==> config.mk <==
export PLATFORM = sky130hd
export DESIGN_NAME = adc_config_and_sequencer
export DESIGN_NICKNAME = d
export VERILOG_FILES = /design/src/adc_bit_clock.v /design/src/adc_config_and_sequencer.v
export VERILOG_INCLUDE_DIRS = /design/src
export SDC_FILE = /design/constraint.sdc
export NUM_CORES = 1
export LEC_CHECK = 0
export BUFFER_PORTS_ARGS = -buffer_cell sky130_fd_sc_hd__buf_4
export CORE_ASPECT_RATIO = 0.7
export CORE_MARGIN = 5
export CORE_UTILIZATION = 35
export CTS_CLUSTER_DIAMETER = 60
export DETAILED_ROUTE_END_ITERATION = 8
export PLACE_DENSITY_LB_ADDON = 0.05
export SYNTH_ARGS = -nofsm -noshare
export SYNTH_HDL_FRONTEND = slang
export SYNTH_SLANG_ARGS = --single-unit
==> constraint.sdc <==
create_clock -name ref_clk -period 2.9 [get_ports ref_clk]
set_clock_uncertainty 0.1 [all_clocks]
set_input_delay 0.58 -clock ref_clk [delete_from_list [all_inputs] [get_ports ref_clk]]
set_output_delay 0.58 -clock ref_clk [all_outputs]
set_load 0.01 [all_outputs]
==> src/adc_ctrl_map.vh <==
`ifndef ADC_CTRL_MAP_VH
`define ADC_CTRL_MAP_VH
// register offsets (word index on the plain port)
`define OFS_CONTROL 4'h0
`define OFS_REF_PIN 4'h1
`define OFS_CLK_FMT 4'h2
`define OFS_RESULT_HIGH 4'h3
`define OFS_RESULT_LOW 4'h4
`define OFS_IRQ_STATUS 4'h5
`define OFS_IRQ_ENABLE 4'h6
`define OFS_IRQ_CLEAR 4'h7
// reset values
`define RST_CONTROL 8'h00
`define RST_REF_PIN 8'h00
`define RST_CLK_FMT 8'h00
// control register fields
`define CTL_ON_BIT 0
`define CTL_GO_BIT 1
`define CTL_CHAN_LSB 2
// reference / pin register fields
`define REF_SEL_LSB 4
`define PIN_SEL_LSB 0
`define REF_PIN_MASK 8'h3F
// clock / format register fields
`define FMT_JUSTIFY_BIT 7
`define CLK_FMT_MASK 8'h87
// conversion timing
`define CONV_STEPS 4'hC
`define RC_CLOCK_NS 1000
`define SYS_CLOCK_NS 10
`define RC_DIV_CYCLES ((`RC_CLOCK_NS + `SYS_CLOCK_NS - 1) / `SYS_CLOCK_NS)
// rc period as a sized divider limit
`define RC_DIV_LIMIT 8'h64
`endif

==> src/adc_bit_clock.v <==
`timescale 1ns/1ps
`default_nettype none
`include "adc_ctrl_map.vh"
// conversion bit clock: one-cycle tick per conversion bit period
module adc_bit_clock (
  // clock and reset
  input wire ref_clk,
  input wire reset_n,
  // control
  input wire run,
  input wire [2:0] conversion_clock_select,
  input wire sleeping,
  // tick out
  output reg tick_q
);
  reg [7:0] count_q;
  reg [7:0] limit_d;
  reg rc_sel;
  // divisor decode; rc codes use slow internal oscillator period
  always @*
  begin
    rc_sel = 1'b0;
    case (conversion_clock_select)
      3'h0: limit_d = 8'h02;
      3'h1: limit_d = 8'h08;
      3'h2: limit_d = 8'h20;
      3'h4: limit_d = 8'h04;
      3'h5: limit_d = 8'h10;
      3'h6: limit_d = 8'h40;
      default:
      begin
        rc_sel = 1'b1;
        limit_d = `RC_DIV_LIMIT;
      end
    endcase
  end
  // counter; oscillator-derived clocks stop in sleep
  always @(posedge ref_clk or negedge reset_n)
  begin
    if (!reset_n)
    begin
      count_q <= 8'h00;
      tick_q <= 1'b0;
    end
    else if (!run || (sleeping && !rc_sel))
    begin
      if (!run)
        count_q <= 8'h00;
      tick_q <= 1'b0;
    end
    else if (count_q >= limit_d - 8'h01)
    begin
      count_q <= 8'h00;
      tick_q <= 1'b1;
    end
    else
    begin
      count_q <= count_q + 8'h01;
      tick_q <= 1'b0;
    end
  end
endmodule // adc_bit_clock
`default_nettype wire

==> src/adc_config_and_sequencer.v <==
// Design decisions made here: the placing of the registers and the strobed register port.
`timescale 1ns/1ps
`default_nettype none
`include "adc_ctrl_map.vh"
// Overview of operation
// - reference/pin register top two bits read zero
// - two-bit field selects converter reference sources
// - pin field decodes analog/digital for sixteen inputs
// - only RC clock keeps converting during sleep
// - successive approximation, one bit per step
// - reset zeroes controls, aborts conversion, keeps result
// - completion loads result, clears go, sets flag
// - software sets go; hardware clears when done
// - converter-on low forbids any conversion
// - four-bit channel field selects input zero-fifteen
// - conversion lasts twelve bit periods
module adc_config_and_sequencer (
  // clock and reset
  input wire ref_clk,
  input wire reset_n,
  // register port
  input wire [3:0] reg_addr,
  input wire [7:0] reg_wdata,
  input wire reg_write,
  input wire reg_read,
  output reg [7:0] reg_rdata_q,
  // chip state
  input wire sleep_req,
  // analog core
  input wire compare_high,
  output reg [3:0] channel_select_q,
  output reg [9:0] trial_code_q,
  output reg sample_hold_q,
  output reg [1:0] reference_select_q,
  output reg [15:0] pin_analog_q,
  // interrupt
  output reg irq_q
);
  // ************************************************************
  // register state
  // ************************************************************
  // software-visible fields and sleep synchroniser stages
  reg converter_on_q;
  reg go_q;
  reg [5:0] ref_pin_q;
  reg result_justify_q;
  reg [2:0] conversion_clock_select_q;
  reg [9:0] result_q;
  reg conversion_done_flag_q;
  reg irq_enable_q;
  reg sleep_meta_q;
  reg sleep_q;
  // conversion progress
  reg [3:0] step_q;
  reg [3:0] bit_idx_q;
  reg busy_q;
  wire tick;
  wire done_evt;
  wire wr_ctl;
  wire go_set;
  // write strobes and read path
  wire wr_ref;
  wire wr_clk;
  wire wr_ien;
  wire wr_clr;
  wire [15:0] result_word;
  reg [7:0] reg_rdata_d;

  // one-hot sequencer states
  localparam ST_IDLE = 3'b001;
  localparam ST_SAMPLE = 3'b010;
  localparam ST_CONVERT = 3'b100;
  // sequencer state register and its next value
  reg [2:0] state_q;
  reg [2:0] state_d;

  // analog/digital decode: nonzero code n makes top n+1 inputs digital; code zero leaves all analog
  function [15:0] pin_decode;
    input [3:0] code;
    integer k;
    begin
      pin_decode = 16'hFFFF;
      for (k = 0; k < 16; k = k + 1)
        if (code != 4'h0 && k >= 15 - code)
          pin_decode[k] = 1'b0;
      if (code == 4'hF)
        pin_decode = 16'h0000;
    end
  endfunction

  // justified result halves
  function [15:0] justify;
    input right;
    input [9:0] value;
    begin
      if (right)
        justify = {6'h00, value};
      else
        justify = {value, 6'h00};
    end
  endfunction

  // write strobe hit on one register index
  function reg_hit;
    input strobe;
    input [3:0] addr;
    input [3:0] index;
    begin
      reg_hit = strobe && (addr == index);
    end
  endfunction

  // per-register write strobes and justified result
  assign wr_ctl = reg_hit(reg_write, reg_addr, `OFS_CONTROL);
  assign wr_ref = reg_hit(reg_write, reg_addr, `OFS_REF_PIN);
  assign wr_clk = reg_hit(reg_write, reg_addr, `OFS_CLK_FMT);
  assign wr_ien = reg_hit(reg_write, reg_addr, `OFS_IRQ_ENABLE);
  assign wr_clr = reg_hit(reg_write, reg_addr, `OFS_IRQ_CLEAR);
  assign result_word = justify(result_justify_q, result_q);
  assign go_set = wr_ctl && reg_wdata[`CTL_GO_BIT] && reg_wdata[`CTL_ON_BIT];
  assign done_evt = (state_q == ST_CONVERT) && tick && (step_q == `CONV_STEPS - 4'h1);

  // ************************************************************
  // sleep input synchroniser
  // ************************************************************
  always @(posedge ref_clk or negedge reset_n)
  begin
    if (!reset_n)
    begin
      sleep_meta_q <= 1'b0;
      sleep_q <= 1'b0;
    end
    else
    begin
      sleep_meta_q <= sleep_req;
      sleep_q <= sleep_meta_q;
    end
  end

  // ************************************************************
  // bit clock
  // ************************************************************
  // ticks once per bit period; pauses in sleep unless on internal rc
  adc_bit_clock u_bit_clock (
    .ref_clk(ref_clk),
    .reset_n(reset_n),
    .run(busy_q),
    .conversion_clock_select(conversion_clock_select_q),
    .sleeping(sleep_q),
    .tick_q(tick)
  );

  // ************************************************************
  // register writes
  // ************************************************************
  // control register: converter on and channel field
  always @(posedge ref_clk or negedge reset_n)
  begin
    if (!reset_n)
    begin
      converter_on_q <= 1'b0;
      channel_select_q <= 4'h0;
    end
    else if (wr_ctl)
    begin
      converter_on_q <= reg_wdata[`CTL_ON_BIT];
      channel_select_q <= reg_wdata[`CTL_CHAN_LSB +: 4];
    end
  end

  // go flag: set by software, cleared at completion, at switch-off or by writing it low while idle
  always @(posedge ref_clk or negedge reset_n)
  begin
    if (!reset_n)
      go_q <= 1'b0;
    else if (done_evt)
      go_q <= 1'b0;
    else if (go_set)
      go_q <= 1'b1;
    else if (!converter_on_q)
      go_q <= 1'b0;
    else if (wr_ctl && !reg_wdata[`CTL_GO_BIT] && !busy_q)
      go_q <= 1'b0; // writing go low while busy is ignored
  end

  // reference/pin register; top two bits are not stored
  always @(posedge ref_clk or negedge reset_n)
  begin
    if (!reset_n)
      ref_pin_q <= 6'h00;
    else if (wr_ref)
      ref_pin_q <= reg_wdata[5:0];
  end

  // clock/format register; bits six to three are not stored
  always @(posedge ref_clk or negedge reset_n)
  begin
    if (!reset_n)
    begin
      result_justify_q <= 1'b0;
      conversion_clock_select_q <= 3'h0;
    end
    else if (wr_clk)
    begin
      result_justify_q <= reg_wdata[`FMT_JUSTIFY_BIT];
      conversion_clock_select_q <= reg_wdata[2:0];
    end
  end

  // interrupt enable register
  always @(posedge ref_clk or negedge reset_n)
  begin
    if (!reset_n)
      irq_enable_q <= 1'b0;
    else if (wr_ien)
      irq_enable_q <= reg_wdata[0];
  end

  // ************************************************************
  // sequencer
  // ************************************************************
  // next state; switching off returns to idle at once
  always @*
  begin
    case (state_q)
      ST_IDLE: state_d = (go_q && converter_on_q) ? ST_SAMPLE : ST_IDLE;
      ST_SAMPLE: state_d = ST_CONVERT;
      ST_CONVERT: state_d = done_evt ? ST_IDLE : ST_CONVERT;
      default: state_d = ST_IDLE;
    endcase
    if (!converter_on_q)
      state_d = ST_IDLE;
  end

  // approximation and step counting
  always @(posedge ref_clk or negedge reset_n)
  begin
    if (!reset_n)
    begin
      state_q <= ST_IDLE;
      step_q <= 4'h0;
      bit_idx_q <= 4'h9;
      busy_q <= 1'b0;
      trial_code_q <= 10'h000;
      sample_hold_q <= 1'b0;
    end
    else
    begin
      state_q <= state_d;
      busy_q <= (state_d != ST_IDLE);
      sample_hold_q <= (state_d == ST_CONVERT);
      if (state_d == ST_SAMPLE)
      begin
        step_q <= 4'h0;
        bit_idx_q <= 4'h9;
        trial_code_q <= 10'h200;
      end
      else if (state_q == ST_CONVERT && tick)
      begin
        step_q <= step_q + 4'h1;
        // steps 1..10 resolve bits msb first
        if (step_q >= 4'h1 && step_q <= 4'hA)
        begin
          if (!compare_high)
            trial_code_q[bit_idx_q] <= 1'b0;
          if (bit_idx_q != 4'h0)
          begin
            trial_code_q[bit_idx_q - 4'h1] <= 1'b1;
            bit_idx_q <= bit_idx_q - 4'h1;
          end
        end
      end
    end
  end

  // conversion result; no reset, so a reset leaves the last result readable
  always @(posedge ref_clk)
  begin
    if (done_evt)
      result_q <= trial_code_q;
  end

  // ************************************************************
  // interrupt status, enable and clear
  // ************************************************************
  always @(posedge ref_clk or negedge reset_n)
  begin
    if (!reset_n)
    begin
      conversion_done_flag_q <= 1'b0;
      irq_q <= 1'b0;
    end
    else
    begin
      // set wins over clear
      if (done_evt)
        conversion_done_flag_q <= 1'b1;
      else if (wr_clr && reg_wdata[0])
        conversion_done_flag_q <= 1'b0;
      irq_q <= (conversion_done_flag_q || done_evt) && irq_enable_q;
    end
  end

  // ************************************************************
  // analog core outputs and read port
  // ************************************************************
  // registered analog-core controls and read data
  always @(posedge ref_clk or negedge reset_n)
  begin
    if (!reset_n)
    begin
      reference_select_q <= 2'h0;
      pin_analog_q <= 16'hFFFF;
      reg_rdata_q <= 8'h00;
    end
    else
    begin
      reference_select_q <= ref_pin_q[`REF_SEL_LSB +: 2];
      pin_analog_q <= pin_decode(ref_pin_q[`PIN_SEL_LSB +: 4]);
      reg_rdata_q <= reg_rdata_d;
    end
  end

  // read data select; zero unless a read strobe is present
  always @*
  begin
    reg_rdata_d = 8'h00;
    if (reg_read)
    begin
      case (reg_addr)
        `OFS_CONTROL: reg_rdata_d = {2'h0, channel_select_q, go_q, converter_on_q};
        `OFS_REF_PIN: reg_rdata_d = {2'h0, ref_pin_q};
        `OFS_CLK_FMT: reg_rdata_d = {result_justify_q, 4'h0, conversion_clock_select_q};
        `OFS_RESULT_HIGH: reg_rdata_d = result_word[15:8];
        `OFS_RESULT_LOW: reg_rdata_d = result_word[7:0];
        `OFS_IRQ_STATUS: reg_rdata_d = {7'h00, conversion_done_flag_q};
        `OFS_IRQ_ENABLE: reg_rdata_d = {7'h00, irq_enable_q};
        default: reg_rdata_d = 8'h00;
      endcase
    end
  end
endmodule // adc_config_and_sequencer
`default_nettype wire

# Word-level counts from Yosys, hierarchy flattened

Cells that the tools add are included.

Logic and storage cells: 179
Output and inout port bits: 42
Register bits after elaboration: 89
Bits of input ports: 18

$lt $le $gt $ge: 23
Multiplexer cells: 54
Bitwise gates (word level): 3
Equality and inequality tests: 22
Reductions and logical operators: 49
Add/sub/neg operators: 5

Operators with widths:

| kind                                                 | count |
|---|---|
| >= comparator 4 x 32 -> 1 bit (first input constant) | 8 |
| >= comparator 3 x 32 -> 1 bit (first input constant) | 4 |
| 2-to-1 mux 10 bit                                    | 8 |
| >= comparator 1 x 32 -> 1 bit (first input constant) | 2 |
| >= comparator 2 x 32 -> 1 bit (first input constant) | 2 |
| case mux 8 bit (7 select lines)                      | 1 |
| case mux 7 bit (6 select lines)                      | 1 |
| logical AND 1 bit                                    | 34 |
| 2-to-1 mux 16 bit                                    | 2 |
| 2-to-1 mux 8 bit                                     | 4 |
| 2-to-1 mux 1 bit                                     | 26 |
| 2-to-1 mux 4 bit                                     | 6 |
| equality test 4 x 3 -> 1 bit (second input constant) | 4 |
| equality test 3 bit (second input constant)          | 5 |
| >= comparator 4 x 1 -> 1 bit (second input constant) | 3 |
| AND 10 bit                                           | 1 |
| < comparator 4 x 5 -> 1 bit (second input constant)  | 2 |
| inverter 10 bit                                      | 1 |
| OR 10 bit                                            | 1 |
| equality test 3 x 2 -> 1 bit (second input constant) | 3 |
| case mux 3 bit (3 select lines)                      | 1 |
| adder 8 x 1 -> 8 bit (second input constant)         | 1 |
| demux 1 bit (select 4 bit)                           | 2 |
| equality test 4 x 2 -> 1 bit (second input constant) | 2 |
| 23 further kinds                                     | 32 |

# Depth between registers and ports, before layout

Gate-level depths: netlist of run 1.

Depth after elaboration: 15
Mapped depth: 11
Mapped depth without buffers: 10

# Modules after synthesis

A second synthesis of run 1 with hierarchy kept.

Cells, all modules: 392
Area, all modules: 4,394.2 sq um

By module, submodules not included:

| module                   | times used | sequential area each (sq um) | cells an instance | area an instance (sq um) |
|---|---|---|---|---|
| adc_config_and_sequencer | 1          | 2,075.7                      | 312               | 3,662.3 |
| adc_bit_clock            | 1          | 225.2                        | 80                | 732.0 |

# Least setup slack after synthesis of run 1

Ideal clock, no wire load.

Path type: register to register
Start: register conversion_clock_select_q[0]
End: register u_bit_clock.count_q[5]
Required time: 2.676 ns
Setup slack: 0.446 ns
Clock period less this slack: 2.454 ns
Stages on the path, launching flop included: 11
Buffers on the path: 1
Setup time: 0.124 ns
Arrival: 2.230 ns
Cells stage by stage: dfrtp_1 inv_1 ha_1 xnor2_1 ha_1 o21ai_0 o21a_1 o2111ai_1 clkbuf_1 nor2_1 a211o_1

Word-level cells in the longest chain between the ends: 6
Elaborated cells on any way between the ends: 15
Classes of those cells: add/sub (1); order compare (1); eq/ne (6); mux (3); reduce/logical (4)

Ends and longest elaborated chain:

| what                                        | line                           | text |
|---|---|---|
| start, declared                             | adc_config_and_sequencer.v:47  | `reg [2:0] conversion_clock_select_q;` |
| start signal, assigned                      | adc_config_and_sequencer.v:206 | `conversion_clock_select_q <= reg_wdata[2:0];` |
| equality test 3 bit (tied with other cells) | adc_bit_clock.v:23             | `case (conversion_clock_select)` |
| case mux 7 bit (6 select lines)             | adc_bit_clock.v:23             |  |
| subtractor 7 x 1 -> 8 bit                   | adc_bit_clock.v:51             | `else if (count_q >= limit_d - 8'h01)` |
| >= comparator 8 bit                         | adc_bit_clock.v:51             |  |
| 2-to-1 mux 8 bit                            | adc_bit_clock.v:51             |  |
| 2-to-1 mux 8 bit                            | adc_bit_clock.v:45             | `else if (!run \|\| (sleeping && !rc_sel))` |
| end signal, assigned                        | adc_bit_clock.v:58             | `count_q <= count_q + 8'h01;` |
| end, declared                               | adc_bit_clock.v:16             | `reg [7:0] count_q;` |

Several ways; a longest one is shown, not always the timed one.
A chain may end at the register's enable or synchronous reset.

# Worst setup path after layout of run 1

Start: register conversion_clock_select_q[0]
End: register u_bit_clock.count_q[4]

The elaborated chain is that of the path after synthesis.

==> results.sh, run 1 <==
export IMPL_grt_pass1_vias=3012
export IMPL_relSlewSlack_pct=42.1
export IMPL_synthTopCellsByArea="dfrtp_1, dfstp_2, edfxtp_1, ha_1, mux2_2"
export IMPL_grt_usage_pct=13.8
export IMPL_ctsHtreeMaxLevel=3
export IMPL_endpoint_kind="flip-flop"
export IMPL_antenna_found_initial=0
export IMPL_cts_setup_buffers=0
export IMPL_num_rows=33
export IMPL_synth_edf_count=10
export IMPL_power_density_nw_per_um2=637
export IMPL_ctsHoldBuffers=0
export IMPL_ys_flop_type="dfrtp_1"
export IMPL_grt_max_degree=69
export IMPL_cts_repair_resized=0
export IMPL_p_leak_nw=2.22
export IMPL_cp_start_kind="flip-flop"
export IMPL_ios=60
export IMPL_coreArea_sq_um=11800
export IMPL_die_area_sq_um=14400
export IMPL_period_minus_slack_ns=2.55
export IMPL_root_buffer="clkbuf_16"
export IMPL_synth_top_area_share_pct=35.5
export IMPL_yosysWarnings=0
export IMPL_routed_via_density=5.06
export IMPL_final_period_utilization_pct=87.8
export IMPL_antenna_cells=0
export IMPL_yosys_area_top_type="dfrtp_1"
export IMPL_ys_ff_latch=89
export IMPL_hpwlAfterDp_um=6660
export IMPL_fmax_mhz=393
export IMPL_overflow=0
export IMPL_drv_slew=0
export IMPL_num_vias=2977
export IMPL_clk_latency_ns=0.34
export IMPL_final_common_cell="buf_4"
export IMPL_synth_cells=372
export IMPL_die_y_um=102
export IMPL_detailedRoute_firstIterationViolations=194
export IMPL_final_nets=466
export IMPL_min_path_type="input pin to async pin"
export IMPL_wirelength_um=9270
export IMPL_synth_area_sq_um=4220
export IMPL_tns_ns=0
export IMPL_gp_congestion=0.830
export IMPL_pre_cts_ws_ns=0.329
export IMPL_cts_made_buffers=9
export IMPL_yosysSeqAreaShare_pct=54.5
export IMPL_async_reset_ff_share_pct=88.8
export IMPL_rsz0062_at_grt="false"
export IMPL_worstPathArrival_ns=2.67
export IMPL_layout_common_cells="buf_4, dfrtp_1, nor2_1"
export IMPL_cts_sinks=89
export IMPL_synth_distinct_cells=56
export IMPL_postSynthNetCount=412
export IMPL_portBuffers=58
export IMPL_cap_viol_max_count=0
export IMPL_grt_pass1_wl_um=15600
export IMPL_tightestPinTransition_ns=0.869
export IMPL_path_class="flip-flop to flip-flop"
export IMPL_area_delta_synth_final_pct=20.7
export IMPL_worst_ep_required_time_ns=3.02
export IMPL_drt_pass1_iter_count=6
export IMPL_wire_per_inst_um=15.8
export IMPL_setup_viol=0
export IMPL_start_util_pct=35.9
export IMPL_ant_nets=0
export IMPL_setup_slack_ns=0.352
export IMPL_vdd_ir_drop_max_mv=0.329
export IMPL_drive_gt1_share_pct=27.6
export IMPL_drc=0
export IMPL_status="complete, no violations"
export IMPL_die_w_um=141
export IMPL_worstPathMaxFanout=8
export IMPL_cts_tree="yes"
export IMPL_cts_buffer_depth=2
export IMPL_syn_area_per_cell_sq_um=11.4
export IMPL_clk_pin_slew_ns=0.07
export IMPL_hold_violations=0
## synth_stat cells, types with 3 or more instances
cell type,instances
mux2_2,17
nand4b_1,3
xnor2_1,7
and2_1,3
nor4_1,6
inv_1,22
nor3b_1,3
a21oi_1,12
nand3_1,12
or4_1,6
o21ai_0,19
o21bai_1,3
dfrtp_1,60
o41ai_1,4
a32o_1,6
mux2i_1,4
ha_1,22
nor2b_1,5
nand2_1,23
dfstp_2,19
nand2b_1,6
edfxtp_1,10
and3_1,4
clkbuf_1,16
a221oi_1,3
nand4_1,5
o21a_1,3
nor3_1,8
nor2_1,26
## report_power, final
| group | total, mW | internal (mW) | switching, mW |
|---|---|---|---|
| sequential | 1.57 | 1.43 | 0.133 |
| combinational | 0.534 | 0.273 | 0.261 |
| clock | 1.14 | 0.658 | 0.486 |
## logic make-up after synthesis
kind of cell    after synthesis  share of synthesized area, %
mux                          23                          6.55
other cells                   1                        0.0888
fa+ha+maj                    22                          6.52
compound gates               73                          12.5
simple gates                114                          14.0
buf+inv                      41                          4.00
xor+xnor                      9                          1.87
flops                        89                          54.5
## per-layer routing
| layer | global-route usage, % | up-vias | part of all wire, % |
|---|---|---|---|
| li1 | - | 1453 | - |
| met1 | 19.9 | 1455 | 50 |
| met2 | 20.6 | 62 | 44 |
| met3 | 3.65 | 7 | 4.7 |
| met4 | 4.02 | 0 | 1.2 |
| met5 | 0 | - | 0 |
## final cells by class
cell class | instances | area (sq um)
fillers | 1133 | 6670
flip-flops and latches | 89 | 2300
multi-input cells | 242 | 1750
repair buffers | 62 | 465
clock buffers | 11 | 264
well taps | 157 | 196
inverters | 22 | 82.6
clock inverters | 5 | 33.8
## through the flow
step                      cells  area [sq um]  util [%]  hold slack [ns]  total power [mW]
after floorplan             372          4220         -            0.184              1.87
after global placement      572          4800      40.8            0.235              2.13
after detailed placement    572          4800      40.8            0.235              2.13
after CTS                   588          5100      43.3            0.232              3.30
after global routing        588          5100      43.3            0.231              3.43
final                       588          5100      43.3            0.241              3.24
## flip-flops by register name, indices dropped and copies added (netlist names), 2 cells and up
name and count:
reg_rdata_q 8, reference_select_q 2, u_bit_clock.count_q 8, trial_code_q 10
state_q 3, pin_analog_q 16, ref_pin_q 6, result_q 10
channel_select_q 4, conversion_clock_select_q 3, bit_idx_q 4, step_q 4
## worst paths after layout
check                      slack [ns]                     end  cells after the start                          from
max                              0.35  u_bit_clock.count_q[4]                     10  conversion_clock_select_q[0]
min                              0.24            bit_idx_q[1]                      1                       reset_n
max reg2reg                      0.35  u_bit_clock.count_q[4]                     10  conversion_clock_select_q[0]
min reg2reg                      0.25                 sleep_q                      0                  sleep_meta_q
max in group asynchronous        1.71         pin_analog_q[6]                      2                       reset_n
min in group ref_clk             0.25                 sleep_q                      0                  sleep_meta_q
## worst max-delay path, stage by stage (launching register included)
cell	delay [ns]
dfrtp_1	0.44
inv_1	0.12
ha_1	0.34
xnor2_1	0.14
ha_1	0.27
o21ai_0	0.07
o21a_1	0.20
o2111ai_1	0.24
buf_4	0.20
nor3_1	0.05
a211o_1	0.26
Power figures use the tool's default switching activity.
==> run 2, diff against run 1 <==
--- a/config.mk
+++ b/config.mk
@@ -13,6 +13,7 @@
 export CTS_CLUSTER_DIAMETER = 60
 export DETAILED_ROUTE_END_ITERATION = 8
 export PLACE_DENSITY_LB_ADDON = 0.05
+export SETUP_SLACK_MARGIN = 0.5
 export SYNTH_ARGS = -nofsm -noshare
 export SYNTH_HDL_FRONTEND = slang
 export SYNTH_SLANG_ARGS = --single-unit
==> results.sh, run 2 (synthesized netlist as in run 1, its figures left out) <==
export IMPL_status="complete, no violations"
export IMPL_num_rows=33
export IMPL_area_delta_synth_final_pct=24.1
export IMPL_antenna_cells=0
export IMPL_coreArea_sq_um=11800
export IMPL_final_common_cell="buf_4"
export IMPL_fin_area_sq_um=5240
export IMPL_grt_pass1_wl_um=16400
export IMPL_tightestPinTransition_ns=0.695
export IMPL_setup_viol=0
export IMPL_reg2reg_depth=11
export IMPL_final_nets=470
export IMPL_p_leak_nw=2.26
export IMPL_wire_per_inst_um=16.4
export IMPL_cp_start_kind="flip-flop"
export IMPL_vdd_ir_drop_max_mv=0.315
export IMPL_clk_pin_slew_ns=0.07
export IMPL_hold_violations=0
export IMPL_final_cells=592
export IMPL_fill_cells=1119
export IMPL_drt_pass1_iter_count=4
export IMPL_ctsHtreeMaxLevel=3
export IMPL_rsz0062_at_grt="true"
export IMPL_tns_ns=0
export IMPL_portBuffers=58
export IMPL_path_class="flip-flop to flip-flop"
export IMPL_clk_latency_ns=0.33
export IMPL_placed_cells=571
export IMPL_worstPathArrival_ns=2.53
export IMPL_ios=60
export IMPL_relSlewSlack_pct=53.2
export IMPL_cts_made_buffers=9
export IMPL_cap_viol_max_count=0
export IMPL_drive_gt1_share_pct=32.4
export IMPL_placed_area_sq_um=4800
export IMPL_die_y_um=102
export IMPL_gp_congestion=0.818
export IMPL_root_buffer="clkbuf_16"
export IMPL_reg_top3="pin_analog_q x16, result_q x10, trial_code_q x10"
export IMPL_utilization_pct=44.6
export IMPL_cts_buffer_depth=2
export IMPL_die_w_um=141
export IMPL_power_density_nw_per_um2=630
export IMPL_cts_tree="yes"
export IMPL_grt_usage_pct=14.3
export IMPL_worst_ep_required_time_ns=3.02
export IMPL_ff2ff_setup_slack_ns=0.49
export IMPL_num_vias=3020
export IMPL_final_period_utilization_pct=83.1
export IMPL_start_util_pct=35.9
export IMPL_endpoint_kind="flip-flop"
export IMPL_min_path_type="input pin to async pin"
export IMPL_cts_sinks=89
export IMPL_layout_common_cells="buf_4, dfrtp_1, nor2_1"
export IMPL_drc=0
export IMPL_hpwlAfterDp_um=6920
export IMPL_antenna_found_initial=0
export IMPL_wirelength_um=9690
export IMPL_period_minus_slack_ns=2.41
export IMPL_grt_max_degree=44
export IMPL_largest_reg_flops=16
export IMPL_regMostFlops="pin_analog_q"
export IMPL_grt_pass1_vias=3201
export IMPL_ant_nets=0
export IMPL_overflow=0
export IMPL_worstPathMaxFanout=4
export IMPL_die_area_sq_um=14400
export IMPL_detailedRoute_firstIterationViolations=171
export IMPL_routed_via_density=5.10
export IMPL_drv_slew=0
export IMPL_fmax_mhz=415
-- run 2: cell count changes in the layout (fill, tap and decap cells not counted), sizes merged --
cell  change
buf       +4
-- run 2: timing repair --
action / 4_1_cts / 5_1_grt
hold endpoints to repair: 0 / 0
resized for setup: 5 / 22
pin swaps: 0 / 12
endpoints found under the setup margin: 4 / 8
hold buffers: 0 / 0
buffers inserted: 2 / 3
-- run 2: power breakdown --
part,leakage [nW],switching (mW),internal [mW],total [mW]
combinational,1.05,0.283,0.310,0.593
sequential,1.06,0.133,1.43,1.57
clock,0.151,0.485,0.659,1.14
-- run 2: worst paths after layout --
| path | from | endpoint |
|---|---|---|
| min in group ref_clk | sleep_req | sleep_meta_q |
| hold reg to reg | sleep_meta_q | sleep_q |
| max in group asynchronous | reset_n | pin_analog_q[14] |
| setup / recovery | conversion_clock_select_q[0] | u_bit_clock.count_q[5] |
| hold / removal | reset_n | bit_idx_q[1] |
| setup reg to reg | conversion_clock_select_q[0] | u_bit_clock.count_q[5] |
-- run 2: metal layers --
layer	share of wire [%]	global-route usage (%)	vias to the layer above
li1	-	-	1458
met1	50	20.3	1479
met2	44	21.3	76
met3	5.6	4.44	7
met4	0.85	3.95	0
met5	0	0	-
-- run 2: through the flow --
stage | hold slack (ns) | worst slack (ns) | power [mW]
after CTS | 0.162 | 0.498 | 3.31
after detailed placement | 0.238 | 0.427 | 2.13
final | 0.148 | 0.491 | 3.30
after global routing | 0.190 | 0.378 | 3.49
after global placement | 0.235 | 0.408 | 2.13
after floorplan | 0.184 | 0.519 | 1.87
-- run 2: layout make-up --
cell class	instances	area, sq um	area share [%]
Sequential cell	89	2300	43.9
Multi-Input combinational cell	242	1850	35.3
Timing Repair Buffer	66	515	9.83
Clock buffer	11	264	5.03
Tap cell	157	196	3.75
Inverter	22	82.6	1.57
Clock inverter	5	33.8	0.644
-- run 2: critical path, stage by stage (launching register included) --
cell and delay (ns):
dfrtp_1 0.43, buf_6 0.14, ha_4 0.14, nor2b_4 0.12, xnor2_2 0.13, ha_1 0.27, o21ai_1 0.06, o21a_1 0.21
o2111ai_2 0.23, buf_4 0.17, nor2_2 0.04, a211o_1 0.25
==> run 3, diff against run 2 <==
==> constraint.sdc (replaced) <==
create_clock -name ref_clk -period 2.2 [get_ports ref_clk]
set_clock_uncertainty 0.1 [all_clocks]
set_input_delay 0.44 -clock ref_clk [delete_from_list [all_inputs] [get_ports ref_clk]]
set_output_delay 0.44 -clock ref_clk [all_outputs]
set_load 0.01 [all_outputs]
==> results.sh, run 3 (synthesized netlist as in run 1, its figures left out) <==
export IMPL_crit_chain="buf_4, ha_1, nor2b_1, xnor2_1, ha_1, o21ai_1, o21a_2, o2111ai_4, nor3_2, a211o_1"
export IMPL_final_common_cell="buf_4"
export IMPL_gp_congestion=0.847
export IMPL_cts_sinks=89
export IMPL_cp_top_family="compound AO/OA/AOI/OAI gates"
export IMPL_power_density_nw_per_um2=760
export IMPL_switching_share_pct=28.1
export IMPL_clk_pin_slew_ns=0.07
export IMPL_drive_gt1_share_pct=45.5
export IMPL_p_seq_share_pct=45.5
export IMPL_placed_cells=589
export IMPL_period_minus_slack_ns=2.39
export IMPL_die_area_sq_um=14400
export IMPL_num_vias=3208
export IMPL_final_nets=512
export IMPL_power_frac_comb_pct=21.3
export IMPL_status="finished with violations"
export IMPL_largest_reg_flops=16
export IMPL_area_delta_synth_final_pct=39.9
export IMPL_final_cells=634
export IMPL_rsz0062_at_grt="true"
export IMPL_fin_total_pwr_mw=4.49
export IMPL_worstPathMaxFanout=6
export IMPL_coreArea_sq_um=11800
export IMPL_grt_usage_pct=15.0
export IMPL_layout_common_cells="buf_4, dfrtp_1, nor2_1"
export IMPL_r2r_end="u_bit_clock.count_q[5]"
export IMPL_ff2ff_setup_slack_ns=-0.19
export IMPL_wire_per_inst_um=16.7
export IMPL_die_y_um=102
export IMPL_clk_latency_ns=0.34
export IMPL_crit_path_frequent_cell="ha_1"
export IMPL_hpwlAfterDp_um=7140
export IMPL_p_int_mw=3.23
export IMPL_power_switching_mw=1.26
export IMPL_clock_power_share_pct=33.2
export IMPL_root_buffer="clkbuf_16"
export IMPL_portBuffers=58
export IMPL_tns_ns=-0.943
export IMPL_fmax_mhz=418
export IMPL_setup_slack_ns=-0.190
export IMPL_min_path_type="input pin to flip-flop"
export IMPL_crit_buf_inv=1
export IMPL_antenna_cells=0
export IMPL_overflow=0
export IMPL_num_rows=33
export IMPL_crit_path_max_incr_delay_ns=0.42
export IMPL_seqCellArea_sq_um=2310
export IMPL_grt_pass1_wl_um=17000
export IMPL_drv_slew=0
export IMPL_regMostFlops="pin_analog_q"
export IMPL_drt_pass1_iter_count=4
export IMPL_reg_top3="pin_analog_q x16, result_q x10, trial_code_q x10"
export IMPL_wirelength_um=10600
export IMPL_ctsHtreeMaxLevel=3
export IMPL_setup_viol=7
export IMPL_p_leak_nw=2.55
export IMPL_fill_cells=1077
export IMPL_violations="negative setup slack"
export IMPL_final_period_utilization_pct=109
export IMPL_r2r_start="conversion_clock_select_q[0]"
export IMPL_hold_start="sleep_req"
export IMPL_grt_pass1_vias=3310
export IMPL_cap_viol_max_count=0
export IMPL_endpoint_kind="flip-flop"
export IMPL_grt_max_degree=35
export IMPL_cp_start_kind="flip-flop"
export IMPL_hold_path_end="sleep_meta_q"
export IMPL_hold_violations=0
export IMPL_cts_buffer_depth=2
export IMPL_ant_nets=0
export IMPL_path_class="flip-flop to flip-flop"
export IMPL_hold_path_cell_count=1
export IMPL_cts_made_buffers=9
export IMPL_reg2reg_depth=10
export IMPL_crit_slowest_cell="dfrtp_1"
export IMPL_detailedRoute_firstIterationViolations=245
export IMPL_routed_via_density=5.06
export IMPL_antenna_found_initial=0
export IMPL_start_util_pct=35.9
export IMPL_worstPathArrival_ns=2.52
export IMPL_cts_tree="yes"
export IMPL_multiInputGateArea_sq_um=2130
export IMPL_die_w_um=141
export IMPL_drc=0
export IMPL_worst_ep_required_time_ns=2.33
export IMPL_vdd_ir_drop_max_mv=0.384
export IMPL_ios=60
==> run 3: cell count changes in the layout (fill, tap and decap cells not counted), sizes merged <==
cell and delta:
o2111ai +1, clkinvlp +1, buf +40, dlygate4sd3 +1, clkinv -1
==> run 3: power groups by stage <==
stage | logic (mW) | registers (mW) | clock network [mW]
2_1_floorplan | 0.439 | 2.07 | 0
3_3_place_gp | 0.838 | 2.06 | 0
3_5_place_dp | 0.836 | 2.06 | 0
4_1_cts | 0.946 | 2.03 | 1.55
5_1_grt | 1.06 | 2.07 | 1.61
6_report | 0.957 | 2.04 | 1.49
==> run 3: cell type report <==
type	instances	area share, %
Inverter	22	1.67
Multi-Input combinational cell	243	36.1
Sequential cell	89	39.1
Timing Repair Buffer	107	14.9
Tap cell	157	3.32
Clock buffer	11	4.30
Clock inverter	5	0.593
==> run 3: worst max path at each step <==
stage                                       from                endpoint  cells past startpoint
floorplan           conversion_clock_select_q[1]  u_bit_clock.count_q[5]                     10
global placement    conversion_clock_select_q[1]  u_bit_clock.count_q[4]                      9
detailed placement  conversion_clock_select_q[1]  u_bit_clock.count_q[4]                      9
CTS                 conversion_clock_select_q[0]  u_bit_clock.count_q[0]                     10
global route        conversion_clock_select_q[1]  u_bit_clock.count_q[4]                      9
finish              conversion_clock_select_q[0]  u_bit_clock.count_q[5]                     10
==> run 3: metrics by stage <==
stage	setup WS [ns]	utilization, %	cell area [sq um]	hold slack (ns)
after detailed placement	-0.358	42.7	5020	0.236
after floorplan	-0.0848	-	4330	0.0444
final	-0.190	50.2	5910	0.103
after global placement	-0.327	42.7	5020	0.238
after global routing	-0.318	50.2	5910	0.0918
after CTS	-0.190	48.6	5720	0.0902
==> run 3: metal layers <==
metal | global-route usage, % | part of all wire [%] | vias up
met4 | 3.80 | 0.91 | 0
met5 | 0 | 0 | -
met3 | 4.07 | 5.0 | 7
met2 | 22.9 | 45 | 71
li1 | - | - | 1556
met1 | 21.2 | 49 | 1574
==> run 3: timing repair <==
action	4_1_cts	5_1_grt
resized for setup	52	27
setup buffers	20	7
cloned	1	0
setup endpoints to repair	41	39
hold buffers	1	0
pin swaps	36	20
hold endpoints to repair	26	0
